File: config.mk
export PLATFORM = sky130hd
export DESIGN_NAME = hsc_halt_standby
export DESIGN_NICKNAME = d
export VERILOG_FILES = /design/src/hsc_pkg.sv /design/src/hsc_halt_standby.sv /design/src/hsc_sync3.sv /design/src/hsc_wait_timer.sv
export SDC_FILE = /design/constraint.sdc
export NUM_CORES = 1
export LEC_CHECK = 0
export BUFFER_PORTS_ARGS = -buffer_cell sky130_fd_sc_hd__buf_4
export CAP_MARGIN = 20
export CORE_MARGIN = 1.5
export CORE_UTILIZATION = 48
export CTS_BUF_LIST = sky130_fd_sc_hd__clkbuf_16
export DETAILED_ROUTE_END_ITERATION = 8
export PLACE_DENSITY = 0.93
export RECOVER_POWER = 25
export SETUP_SLACK_MARGIN = 0.4
export SYNTH_ARGS = -nofsm -noshare
export SYNTH_HDL_FRONTEND = slang
export SYNTH_HIERARCHICAL = 1
export SYNTH_SLANG_ARGS = --single-unit
File: constraint.sdc
create_clock -name clk -period 7.4 [get_ports clk]
set_clock_uncertainty 0.2 [all_clocks]
set_input_delay 1.48 -clock clk [delete_from_list [all_inputs] [get_ports clk]]
set_output_delay 1.48 -clock clk [all_outputs]
set_load 0.005 [all_outputs]
File: src/hsc_pkg.sv
// Shared constants and types of the halt standby controller.
// Assumes one clock domain and an APB register port with 32-bit data.
package hsc_pkg;

  // Register byte offsets.
  localparam logic [7:0] CTRL_OFFSET   = 8'h00;
  localparam logic [7:0] STATUS_OFFSET = 8'h04;

  // Control register fields.
  localparam int SRC_LSB      = 0;
  localparam int XMAIN_BIT    = 4;
  localparam int INTHI_BIT    = 5;
  localparam int SLOW_BIT     = 6;
  localparam int WATCH_BIT    = 7;
  localparam int BUZZ_BIT     = 8;
  localparam int PERIPH_BIT   = 9;
  localparam logic [31:0] CTRL_RESET = 32'h0000_0361;
  localparam logic [31:0] CTRL_WMASK = 32'h0000_03f3;

  // Status register fields.
  localparam int STATE_LSB    = 0;
  localparam int HALTED_BIT   = 3;
  localparam int CAUSE_LSB    = 4;
  localparam int WDTOPT_BIT   = 6;

  // Release wait in CPU clocks, least figure of each documented pair.
  localparam int SERVICE_WAIT_CLKS = 8;
  localparam int RESUME_WAIT_CLKS  = 2;
  localparam int WAIT_W            = 4;
  localparam logic [WAIT_W-1:0] SERVICE_WAIT_CYC = WAIT_W'(SERVICE_WAIT_CLKS);
  localparam logic [WAIT_W-1:0] RESUME_WAIT_CYC  = WAIT_W'(RESUME_WAIT_CLKS);

  // CPU clock source selection.
  typedef enum logic [1:0] {
    SRC_HIGH_SPEED = 2'h0,
    SRC_INT_HIGH   = 2'h1,
    SRC_SUBSYSTEM  = 2'h2
  } hsc_src_type;

  // Last release cause.
  typedef enum logic [1:0] {
    CAUSE_NONE   = 2'h0,
    CAUSE_VECTOR = 2'h1,
    CAUSE_NEXT   = 2'h2,
    CAUSE_RESET  = 2'h3
  } hsc_cause_type;

  // Controller states, Gray coded along run, halt, wake.
  typedef enum logic [2:0] {
    ST_RUN       = 3'h0,
    ST_HALTED    = 3'h1,
    ST_WAKE_VEC  = 3'h3,
    ST_WAKE_NEXT = 3'h2,
    ST_RESET     = 3'h6
  } hsc_state_type;

  // Clock gate and enable outputs.
  typedef struct packed {
    logic cpu;
    logic flash;
    logic crystalMain;
    logic intHigh;
    logic slowInt;
    logic watchCrystal;
    logic wdt;
    logic buzzer;
    logic periph;
    logic extMainPass;
    logic extSubPass;
  } hsc_gate_type;

  // Global flags from the CPU core.
  typedef struct packed {
    logic globalIrqAllowFlag;
    logic inServiceLevelFlag;
  } hsc_cpu_flags_type;

endpackage

File: src/hsc_halt_standby.sv
// Halt standby controller: gates the CPU and flash clocks on a halt instruction,
// keeps oscillators and peripherals running except the watchdog clock when the option strap is set and the buzzer when the
// subsystem source feeds the CPU with the peripheral clock off, and releases on interrupt or reset.
// Assumes the CPU core, interrupt controller and reset block share clk.
`timescale 1ns/100ps
module hsc_halt_standby #(
  parameter int NUM_IRQ = 8
) (
  // Clock and reset
  input  wire logic                       clk,
  input  wire logic                       rst,
  // APB slave
  input  wire logic                       psel,
  input  wire logic                       penable,
  input  wire logic                       pwrite,
  input  wire logic [7:0]                 paddr,
  input  wire logic [31:0]                pwdata,
  output logic [31:0]                     prdata,
  output logic                            pready,
  output logic                            pslverr,
  // CPU core
  input  wire logic                       haltExec,
  input  wire hsc_pkg::hsc_cpu_flags_type cpuFlags,
  output logic                            vectorStart,
  output logic                            resumeStart,
  output logic                            resetVectorStart,
  output logic                            halted,
  // Interrupt controller
  input  wire logic [NUM_IRQ-1:0]         irqRequest,
  input  wire logic [NUM_IRQ-1:0]         requestMaskFlag,
  input  wire logic [NUM_IRQ-1:0]         rankSelectFlag,
  // Reset block and option strap
  input  wire logic                       sysResetReq,
  input  wire logic                       wdtStoppableStrap,
  // Clock gates and oscillator enables
  output hsc_pkg::hsc_gate_type           gates,
  output hsc_pkg::hsc_src_type            cpuClkSource
);

  //////////////////////////////////////////////////////////////////////////////
  // Declarations.

  hsc_pkg::hsc_state_type state_reg;
  hsc_pkg::hsc_state_type state_next;
  hsc_pkg::hsc_cause_type cause_reg;
  hsc_pkg::hsc_cause_type cause_next;
  hsc_pkg::hsc_gate_type  gate_reg;
  hsc_pkg::hsc_gate_type  gate_next;
  logic [31:0]            ctrl_reg;
  logic [31:0]            ctrl_next;
  logic [31:0]            prdata_reg;
  logic [31:0]            prdata_next;
  logic                   pready_reg;
  logic                   pready_next;
  logic                   pslverr_reg;
  logic                   pslverr_next;
  logic                   vector_reg;
  logic                   vector_next;
  logic                   resume_reg;
  logic                   resume_next;
  logic                   resetVec_reg;
  logic                   resetVec_next;
  logic                   halted_reg;
  logic                   halted_next;
  logic                   timerLoad;
  logic [hsc_pkg::WAIT_W-1:0] timerVal;
  logic                   timerDone;
  logic                   wdtStoppable;
  logic                   wakeAny;
  logic                   serviceOk;
  logic                   apbAccess;
  logic                   apbCommit;
  logic                   addrCtrl;
  logic                   addrStatus;
  logic [31:0]            statusWord;
  hsc_pkg::hsc_src_type   srcSel;

  //////////////////////////////////////////////////////////////////////////////
  // Strap synchroniser and release wait timer.

  hsc_sync3 u_strap_sync (
    .clk     (clk),
    .rst     (rst),
    .asyncIn (wdtStoppableStrap),
    .syncOut (wdtStoppable)
  );

  hsc_wait_timer #(
    .W (hsc_pkg::WAIT_W)
  ) u_wait (
    .clk     (clk),
    .rst     (rst),
    .load    (timerLoad),
    .loadVal (timerVal),
    .done    (timerDone)
  );

  //////////////////////////////////////////////////////////////////////////////
  // Release decision from the interrupt flags.

  // A source both pending and unmasked wakes; a masked one leaves the core halted.
  // One qualifying source is enough to vector; the others only decide that the core wakes.
  // Sources are not ranked against each other here, since the interrupt controller does that.
  always_comb begin
    wakeAny   = 1'b0;
    serviceOk = 1'b0;
    for (int i = 0; i < NUM_IRQ; i++) begin
      if (irqRequest[i] && !requestMaskFlag[i]) begin
        wakeAny = 1'b1;
        if (!rankSelectFlag[i]) begin
          serviceOk = serviceOk | cpuFlags.globalIrqAllowFlag;
        end else begin
          serviceOk = serviceOk | (cpuFlags.globalIrqAllowFlag & cpuFlags.inServiceLevelFlag);
        end
      end
    end
  end

  //////////////////////////////////////////////////////////////////////////////
  // Halt state machine.

  always_comb begin
    state_next    = state_reg;
    cause_next    = cause_reg;
    timerLoad     = 1'b0;
    timerVal      = hsc_pkg::RESUME_WAIT_CYC;
    vector_next   = 1'b0;
    resume_next   = 1'b0;
    resetVec_next = 1'b0;
    case (state_reg)
      hsc_pkg::ST_RUN: begin
        // Any selected source may be running when halt is taken.
        if (haltExec) begin
          state_next = hsc_pkg::ST_HALTED;
        end
      end
      hsc_pkg::ST_HALTED: begin
        if (wakeAny) begin
          timerLoad = 1'b1;
          if (serviceOk) begin
            timerVal   = hsc_pkg::SERVICE_WAIT_CYC;
            state_next = hsc_pkg::ST_WAKE_VEC;
          end else begin
            timerVal   = hsc_pkg::RESUME_WAIT_CYC;
            state_next = hsc_pkg::ST_WAKE_NEXT;
          end
        end
      end
      hsc_pkg::ST_WAKE_VEC: begin
        // A halt instruction during the wait is dropped, as the core is not yet running.
        if (timerDone) begin
          state_next  = hsc_pkg::ST_RUN;
          cause_next  = hsc_pkg::CAUSE_VECTOR;
          vector_next = 1'b1;
        end
      end
      hsc_pkg::ST_WAKE_NEXT: begin
        if (timerDone) begin
          state_next  = hsc_pkg::ST_RUN;
          cause_next  = hsc_pkg::CAUSE_NEXT;
          resume_next = 1'b1;
        end
      end
      hsc_pkg::ST_RESET: begin
        state_next    = hsc_pkg::ST_RUN;
        cause_next    = hsc_pkg::CAUSE_RESET;
        resetVec_next = 1'b1;
      end
      default: begin
        state_next = hsc_pkg::ST_RUN;
      end
    endcase
    // Reset processing overrides every other release path.
    // The wait timer is left to run down; a fresh load comes with the next release.
    if (sysResetReq) begin
      state_next    = hsc_pkg::ST_RESET;
      timerLoad     = 1'b0;
      vector_next   = 1'b0;
      resume_next   = 1'b0;
      resetVec_next = 1'b0;
    end
    halted_next = (state_next == hsc_pkg::ST_HALTED);
  end

  always_ff @(posedge clk) begin
    if (rst) begin
      state_reg    <= hsc_pkg::ST_RUN;
      cause_reg    <= hsc_pkg::CAUSE_NONE;
      vector_reg   <= 1'b0;
      resume_reg   <= 1'b0;
      resetVec_reg <= 1'b0;
      halted_reg   <= 1'b0;
    end else begin
      state_reg    <= state_next;
      cause_reg    <= cause_next;
      vector_reg   <= vector_next;
      resume_reg   <= resume_next;
      resetVec_reg <= resetVec_next;
      halted_reg   <= halted_next;
    end
  end

  //////////////////////////////////////////////////////////////////////////////
  // APB slave and control register.

  assign apbAccess  = psel && penable;
  assign apbCommit  = apbAccess && pready_reg;
  assign addrCtrl   = (paddr == hsc_pkg::CTRL_OFFSET);
  assign addrStatus = (paddr == hsc_pkg::STATUS_OFFSET);
  assign srcSel     = hsc_pkg::hsc_src_type'(ctrl_reg[hsc_pkg::SRC_LSB +: 2]);

  always_comb begin
    statusWord = 32'h0000_0000;
    statusWord[hsc_pkg::STATE_LSB +: 3] = state_reg;
    statusWord[hsc_pkg::HALTED_BIT]     = halted_reg;
    statusWord[hsc_pkg::CAUSE_LSB +: 2] = cause_reg;
    statusWord[hsc_pkg::WDTOPT_BIT]     = wdtStoppable;
  end

  // One wait state: pready rises in the second access cycle and the write lands there.
  always_comb begin
    pready_next  = 1'b0;
    prdata_next  = prdata_reg;
    pslverr_next = 1'b0;
    ctrl_next    = ctrl_reg;
    // Status writes complete without error and change nothing.
    if (apbAccess && !pready_reg) begin
      pready_next  = 1'b1;
      pslverr_next = !(addrCtrl || addrStatus);
      if (!pwrite) begin
        prdata_next = addrCtrl ? ctrl_reg : (addrStatus ? statusWord : 32'h0000_0000);
      end
    end
    // The selection is held through halt so an interrupt release returns to the same source; reset processing reloads CTRL_RESET.
    if (apbCommit && pwrite && addrCtrl) begin
      ctrl_next = pwdata & hsc_pkg::CTRL_WMASK;
    end
    // Reset processing restores the control register like any device reset.
    if (sysResetReq) begin
      ctrl_next = hsc_pkg::CTRL_RESET;
    end
  end

  always_ff @(posedge clk) begin
    if (rst) begin
      ctrl_reg    <= hsc_pkg::CTRL_RESET;
      prdata_reg  <= 32'h0000_0000;
      pready_reg  <= 1'b0;
      pslverr_reg <= 1'b0;
    end else begin
      ctrl_reg    <= ctrl_next;
      prdata_reg  <= prdata_next;
      pready_reg  <= pready_next;
      pslverr_reg <= pslverr_next;
    end
  end

  //////////////////////////////////////////////////////////////////////////////
  // Clock gates and oscillator enables.

  always_comb begin
    gate_next = '0;
    // The CPU and flash restart when the release wait ends, or at once when reset processing starts, with no stabilisation delay.
    gate_next.cpu   = (state_next == hsc_pkg::ST_RUN) || (state_next == hsc_pkg::ST_RESET);
    gate_next.flash = gate_next.cpu;
    // Software settings are kept as they were; halt never touches them.
    gate_next.crystalMain  = ctrl_next[hsc_pkg::XMAIN_BIT];
    gate_next.intHigh      = ctrl_next[hsc_pkg::INTHI_BIT];
    gate_next.slowInt      = ctrl_next[hsc_pkg::SLOW_BIT];
    gate_next.watchCrystal = ctrl_next[hsc_pkg::WATCH_BIT];
    // The source feeding the CPU is forced on regardless of its enable bit.
    case (hsc_pkg::hsc_src_type'(ctrl_next[hsc_pkg::SRC_LSB +: 2]))
      hsc_pkg::SRC_HIGH_SPEED: begin
        gate_next.crystalMain = 1'b1;
      end
      hsc_pkg::SRC_INT_HIGH: begin
        gate_next.intHigh = 1'b1;
      end
      hsc_pkg::SRC_SUBSYSTEM: begin
        gate_next.watchCrystal = 1'b1;
      end
      default: begin
        // Encoding three is unused; the internal high-speed source stands in so the CPU never starves.
        gate_next.intHigh = 1'b1;
      end
    endcase
    // The slow oscillator can only be stopped when the option strap allows it.
    if (!wdtStoppable) begin
      gate_next.slowInt = 1'b1;
    end
    // With the option set the watchdog loses its clock for the whole halt, even when the slow
    // oscillator itself runs on; outside halt it simply follows that oscillator.
    if (halted_next) begin
      gate_next.wdt = !wdtStoppable;
    end else begin
      gate_next.wdt = !wdtStoppable || gate_next.slowInt;
    end
    gate_next.periph = ctrl_next[hsc_pkg::PERIPH_BIT];
    gate_next.buzzer = ctrl_next[hsc_pkg::BUZZ_BIT];
    if (halted_next && (srcSel == hsc_pkg::SRC_SUBSYSTEM) && !ctrl_next[hsc_pkg::PERIPH_BIT]) begin
      gate_next.buzzer = 1'b0;
    end
    // External clock inputs are never gated here; the supplier alone decides.
    gate_next.extMainPass = 1'b1;
    gate_next.extSubPass  = 1'b1;
  end

  always_ff @(posedge clk) begin
    if (rst) begin
      gate_reg <= '0;
    end else begin
      gate_reg <= gate_next;
    end
  end

  //////////////////////////////////////////////////////////////////////////////
  // Outputs.

  assign prdata           = prdata_reg;
  assign pready           = pready_reg;
  assign pslverr          = pslverr_reg;
  assign vectorStart      = vector_reg;
  assign resumeStart      = resume_reg;
  assign resetVectorStart = resetVec_reg;
  assign halted           = halted_reg;
  assign gates            = gate_reg;
  // The source select leaves straight from the control flops, so it needs no extra stage.
  assign cpuClkSource     = srcSel;

endmodule // hsc_halt_standby

File: src/hsc_sync3.sv
// Three-stage input synchroniser with agreement filter.
// Assumes an asynchronous level input; output changes once stages two and three agree.
`timescale 1ns/100ps
module hsc_sync3 (
  // Clock and reset
  input  wire logic clk,
  input  wire logic rst,
  // Level in and out
  input  wire logic asyncIn,
  output logic      syncOut
);
  logic s1_reg;
  logic s2_reg;
  logic s3_reg;
  logic out_reg;
  logic out_next;

  always_comb begin
    out_next = (s2_reg == s3_reg) ? s3_reg : out_reg;
  end

  always_ff @(posedge clk) begin
    if (rst) begin
      s1_reg  <= 1'b0;
      s2_reg  <= 1'b0;
      s3_reg  <= 1'b0;
      out_reg <= 1'b0;
    end else begin
      s1_reg  <= asyncIn;
      s2_reg  <= s1_reg;
      s3_reg  <= s2_reg;
      out_reg <= out_next;
    end
  end

  assign syncOut = out_reg;
endmodule // hsc_sync3

File: src/hsc_wait_timer.sv
// Down-counter for the release wait.
// Assumes load is a one-cycle pulse; done pulses the cycle the count expires.
`timescale 1ns/100ps
module hsc_wait_timer #(
  parameter int W = 4
) (
  // Clock and reset
  input  wire logic         clk,
  input  wire logic         rst,
  // Control
  input  wire logic         load,
  input  wire logic [W-1:0] loadVal,
  output logic              done
);
  logic [W-1:0] cnt_reg;
  logic [W-1:0] cnt_next;

  always_comb begin
    cnt_next = cnt_reg;
    if (load) begin
      cnt_next = loadVal;
    end else if (cnt_reg != '0) begin
      cnt_next = cnt_reg - W'(1);
    end
  end

  always_ff @(posedge clk) begin
    if (rst) begin
      cnt_reg <= '0;
    end else begin
      cnt_reg <= cnt_next;
    end
  end

  assign done = (cnt_reg == W'(1)) && !load;
endmodule // hsc_wait_timer
======== Yosys cells after proc, flatten, opt, wreduce, memory -nomap -nowiden ========
Cells that the tools add are included.
cells by class
  $add $sub $neg .......................... 1
  equal/unequal tests ..................... 13
  muxes and demuxes ....................... 54
  bitwise gates (word level) .............. 19
  reductions and logical operators ........ 48
operator list
  operator            count
  $mux 1              36
  $mux 10             3
  $mux 4              5
  $logic_and 1x1->1   16
  $or 1x1->1          14
  $logic_not 1->1     13
  $mux 3              4
  $reduce_or 2->1     5
  $pmux 3 s3          1
  $eq 8x3->1 const B  1
  $logic_not 8->1     1
  $mux 7              1
  $eq 3x1->1 const B  2
  $eq 3x2->1 const B  2
  $eq 3x3->1 const B  2
  $logic_not 3->1     2
  $mux 2              3
  $pmux 2 s3          1
  $reduce_or 3->1     2
  $eq 2x2->1 const B  2
  $eq 4x1->1 const B  1
  $ne 2x2->1 const B  2
  $not 1->1           4
  $reduce_bool 4->1   1
  other kinds (9)     11
storage, ports and cells
  register bits ........................... 69
  bits of input ports ..................... 74
  logic and storage cells ................. 160

======== Longest topological paths before layout ========
  depth in word-level cells ............... 32
  gate-level depth with buffers ........... 9

======== Hierarchy ========
Netlist, hierarchy kept.
modules (own cells, without submodules)
  module            times used  cells an instance  area each (µm²)  seq. area each (µm²)
  hsc_halt_standby  1           212                1876.8           760.7
  hsc_wait_timer    1           26                 249.0            80.1
  hsc_sync3         1           10                 112.6            80.1

======== Worst setup path before layout ========
OpenSTA, ideal clock, no wires.
  path kind ............................... input port to flip-flop
  start ................................... input requestMaskFlag[7]
  end ..................................... register state_reg[0]
  library setup time ...................... 120 ps
  data arrival time ....................... 3254 ps
  data required time ...................... 7080 ps
  path slack .............................. 3826 ps
  cell stages on the path ................. 9
  buffers on the path ..................... 0
  path through ............................ nand2b_1 nand4_1 or2_2 and3_1 nor4b_1 nor2b_1 a22oi_1 nor2_1 o31a_1
between the ends
  longest elaborated chain between the ends .. 11
  elaborated cells between the ends (all ways) .. 14
  classes of those cells .................. mux (10); reduce/logical (4)
RTL lines
  what                  RTL line                                          text
  from (decl)           hsc_halt_standby.sv:30                            input wire logic [NUM_IRQ-1:0] requestMaskFlag,
  $logic_not 1->1       hsc_halt_standby.sv:108                           if (irqRequest[i] && !requestMaskFlag[i]) begin
  $logic_and 1x1->1     hsc_halt_standby.sv:108
  $mux 1                hsc_halt_standby.sv:108
  $mux 1                hsc_halt_standby.sv:138                           if (wakeAny) begin
  $mux 1                hsc_halt_standby.sv:130                           case (state_reg)
  $mux 1                hsc_halt_standby.sv:175                           if (sysResetReq) begin
  named net timerLoad   hsc_halt_standby.sv:65                            logic timerLoad;
  $logic_not 1->1       hsc_wait_timer.sv:35                              assign done = (cnt_reg == W'(1)) && !load;
  $logic_and 1x1->1     hsc_wait_timer.sv:35
  named net timerDone   hsc_halt_standby.sv:67                            logic timerDone;
  $mux 3                hsc_halt_standby.sv:151, hsc_halt_standby.sv:158
  $pmux 3 s3            hsc_halt_standby.sv:130
  $mux 3                hsc_halt_standby.sv:175
  to (signal assigned)  hsc_halt_standby.sv:187                           state_reg <= hsc_pkg::ST_RUN;
  to (signal assigned)  hsc_halt_standby.sv:194                           state_reg <= state_next;
  to (decl)             hsc_halt_standby.sv:43                            hsc_pkg::hsc_state_type state_reg;
The timed path passes the listed nets, and every way through them passes these cells.
A chain may end at the register's enable or synchronous reset.

======== Final worst setup path ========
  start ................................... input irqRequest[6]
  end ..................................... register state_reg[0]
between the ends
  longest elaborated chain between the ends .. 11
  elaborated cells between the ends (all ways) .. 18
  classes of those cells .................. mux (13); bitwise (2); reduce/logical (3)
RTL lines
  what                  RTL line                                          text
  from (decl)           hsc_halt_standby.sv:29                            input wire logic [NUM_IRQ-1:0] irqRequest,
  $logic_and 1x1->1     hsc_halt_standby.sv:108
  $mux 1 (2 in series)  hsc_halt_standby.sv:108
  $mux 1                hsc_halt_standby.sv:138
  $mux 1                hsc_halt_standby.sv:130
  $mux 1                hsc_halt_standby.sv:175
  named net timerLoad   hsc_halt_standby.sv:65
  $logic_not 1->1       hsc_wait_timer.sv:35
  $logic_and 1x1->1     hsc_wait_timer.sv:35
  named net timerDone   hsc_halt_standby.sv:67
  $mux 3                hsc_halt_standby.sv:151, hsc_halt_standby.sv:158
  $pmux 3 s3            hsc_halt_standby.sv:130
  $mux 3                hsc_halt_standby.sv:175
The timed path passes the listed nets, and every way through them passes these cells.

==> impl_metrics.ini <==
[layout]
drive_gt1_share_pct = 30.9
fill_cells = 362
area_delta_synth_final_pct = 29.9
diodes = 0
final_common_cell = buf_4
multi_input_area_um2 = 1140
largest_register_ffs = 10
final_core_util_pct = 65.9
layout.cell_area.non_filler_um2 = 2910
regArea_um2 = 921
final_cell_mix = buf_4 (68), dfxtp_1 (46), conb_1 (24), nor2_1 (22), nand2_1 (19)
nNetsFinal = 400

[grt]
antenna_found_initial = 0
first_global_vias = 1829
grt_usage_pct = 21.3
grt_pass1_wl_um = 8600
grt_max_degree = 31
grt-ovfl-total = 0

[setup_path]
crit_type = in2reg
r2r_setup_slack_ps = 4750
crit_path_start_kind = input pin
crit_fanout = 7
endpoint_kind = flop
crit_required_ps = 7370
crit_arrival_ps = 3660

[cts]
clockBufferDepth = 2
cts-root-buf = clkbuf_16
tritoncts = done
cts_sinks = 46
cts_max_level = 2
ctsResizeCount = 0
clock_latency_ps = 290
cts_buffers = 5
post_cts_buffers = 0
path_clk_slew_ps = 60
hold_buffers = 0

[sta]
fin_crit_sh_pct = 49.8
setup_ws_ps = 3710
setup_violations = 0
clock.fmax_ghz = 0.271
slew_viol_final = 0
fin_crit_ps = 3690
rsz0062_at_grt = no
maxSlewHeadroom_pct = 14.8
finalHoldViolCount = 0
setup_tns_ps = 0
tightest_slew_ps = 1280

[route]
totalWireLength_um = 5380
drc = 0
vias = 2029
viasPerCell = 5.40
dr.pass1.iters = 4
dr.first_iter.drc_count = 221
drt-wirelength-per-cell_um = 14.3
antenna_left = 0

[worst_hold_path]
hold_path.class = reg2reg

[logic_synthesis]
yosysUniqueCellTypes = 47
synth-main-ff-cell = dfxtp_1
synth_seq_cells = 46
synth_area_um2 = 2240
yosys_warnings = 6
avgSynthCellArea_um2 = 9.03
synth_edf_count = 0
ys_async_sr_fraction_pct = 0
synth_cells = 248
ys_seq_area_share_pct = 41.1

[floorplan]
core_um2 = 4410
fp.dieW_um = 71.3
num_rows = 24
initial_core_util_pct = 50.7
die_area_um2 = 5080
io-pin-count = 125
die_h_um = 71.3

[status]
status = finished, final reports clean

[pwr]
vdd_drop_max_mv = 0.246
leakage_nw = 1.23
power.density_nw_per_um2 = 231

[place]
dpl_worst_slack_ps = 3370
dp_hpwl_um = 3910
postPlaceCellArea_um2 = 2740
place_congestion = 0.814
portBuffers = 78

[run]
cap_violations = 0
==> worst max-delay path, cell delays in order <==
cell	delay [ps]
buf_4	110
nand2b_1	100
nand4_1	90
or2_2	340
and3_1	230
nor4b_1	600
nor2b_1	140
a22oi_1	230
nor2_1	60
o31a_1	280
==> power breakdown <==
| group | leakage, nW | switching, mW | internal (mW) |
|---|---|---|---|
| registers | 0.376 | 0.0176 | 0.265 |
| clock network | 0.0836 | 0.0905 | 0.158 |
| logic | 0.773 | 0.0643 | 0.0771 |
==> synthesized netlist by cell type, types with 6 or more instances <==
cell type,number,area [µm²]
a21oi_1,9,45.0
a22oi_1,9,67.6
buf_4,27,203
dfxtp_1,46,921
inv_1,6,22.5
mux2_2,6,67.6
mux2i_1,7,70.1
nand2_1,19,71.3
nand2b_1,8,50.1
nor2_1,22,82.6
nor2b_1,13,81.3
nor3_1,7,35.0
o22ai_1,7,43.8
==> through the flow <==
| step | hold WS (ps) | std cells | power (mW) |
|---|---|---|---|
| after CTS | 242 | 375 | 0.673 |
| after global placement | 223 | 367 | 0.417 |
| final | 242 | 376 | 0.672 |
| after global routing | 248 | 376 | 0.699 |
| after floorplan | 214 | 271 | 0.388 |
| after detailed placement | 229 | 367 | 0.425 |
==> logic make-up after synthesis <==
kind of cell,Yosys count,synth area share [%]
AND/OR/NAND/NOR,97,24.8
flip-flops,46,41.1
AO/OA/AOI/OAI,45,13.3
buffers and inverters,40,11.6
multiplexers,13,6.15
adder cells (fa/ha/maj),3,1.68
XOR/XNOR,3,1.17
other,1,0.168
==> layout make-up <==
cell class,instances,share of cell area (%)
well taps,52,2.24
inverters,6,0.775
flip-flops and latches,46,31.7
multi-input cells,185,39.4
clock inverters,3,1.38
repair buffers,79,20.3
clock buffers,5,4.30
==> routing by layer <==
layer / share of wire [%] / GRT usage [%]
met2: 51 / 34.1
met3: 6.0 / 4.92
met4: 2.5 / 8.81
met5: 0 / 0
met1: 41 / 27.8
==> final timing paths <==
check | start | end | cells past startpoint
worst min-delay path | u_strap_sync/s1_reg | u_strap_sync/s2_reg | 1
worst max register to register | state_reg[2] | state_reg[0] | 7
worst max-delay path | irqRequest[6] | state_reg[0] | 10
worst min register to register | u_strap_sync/s1_reg | u_strap_sync/s2_reg | 1
Note: power is estimated with default switching activity, not from simulation.
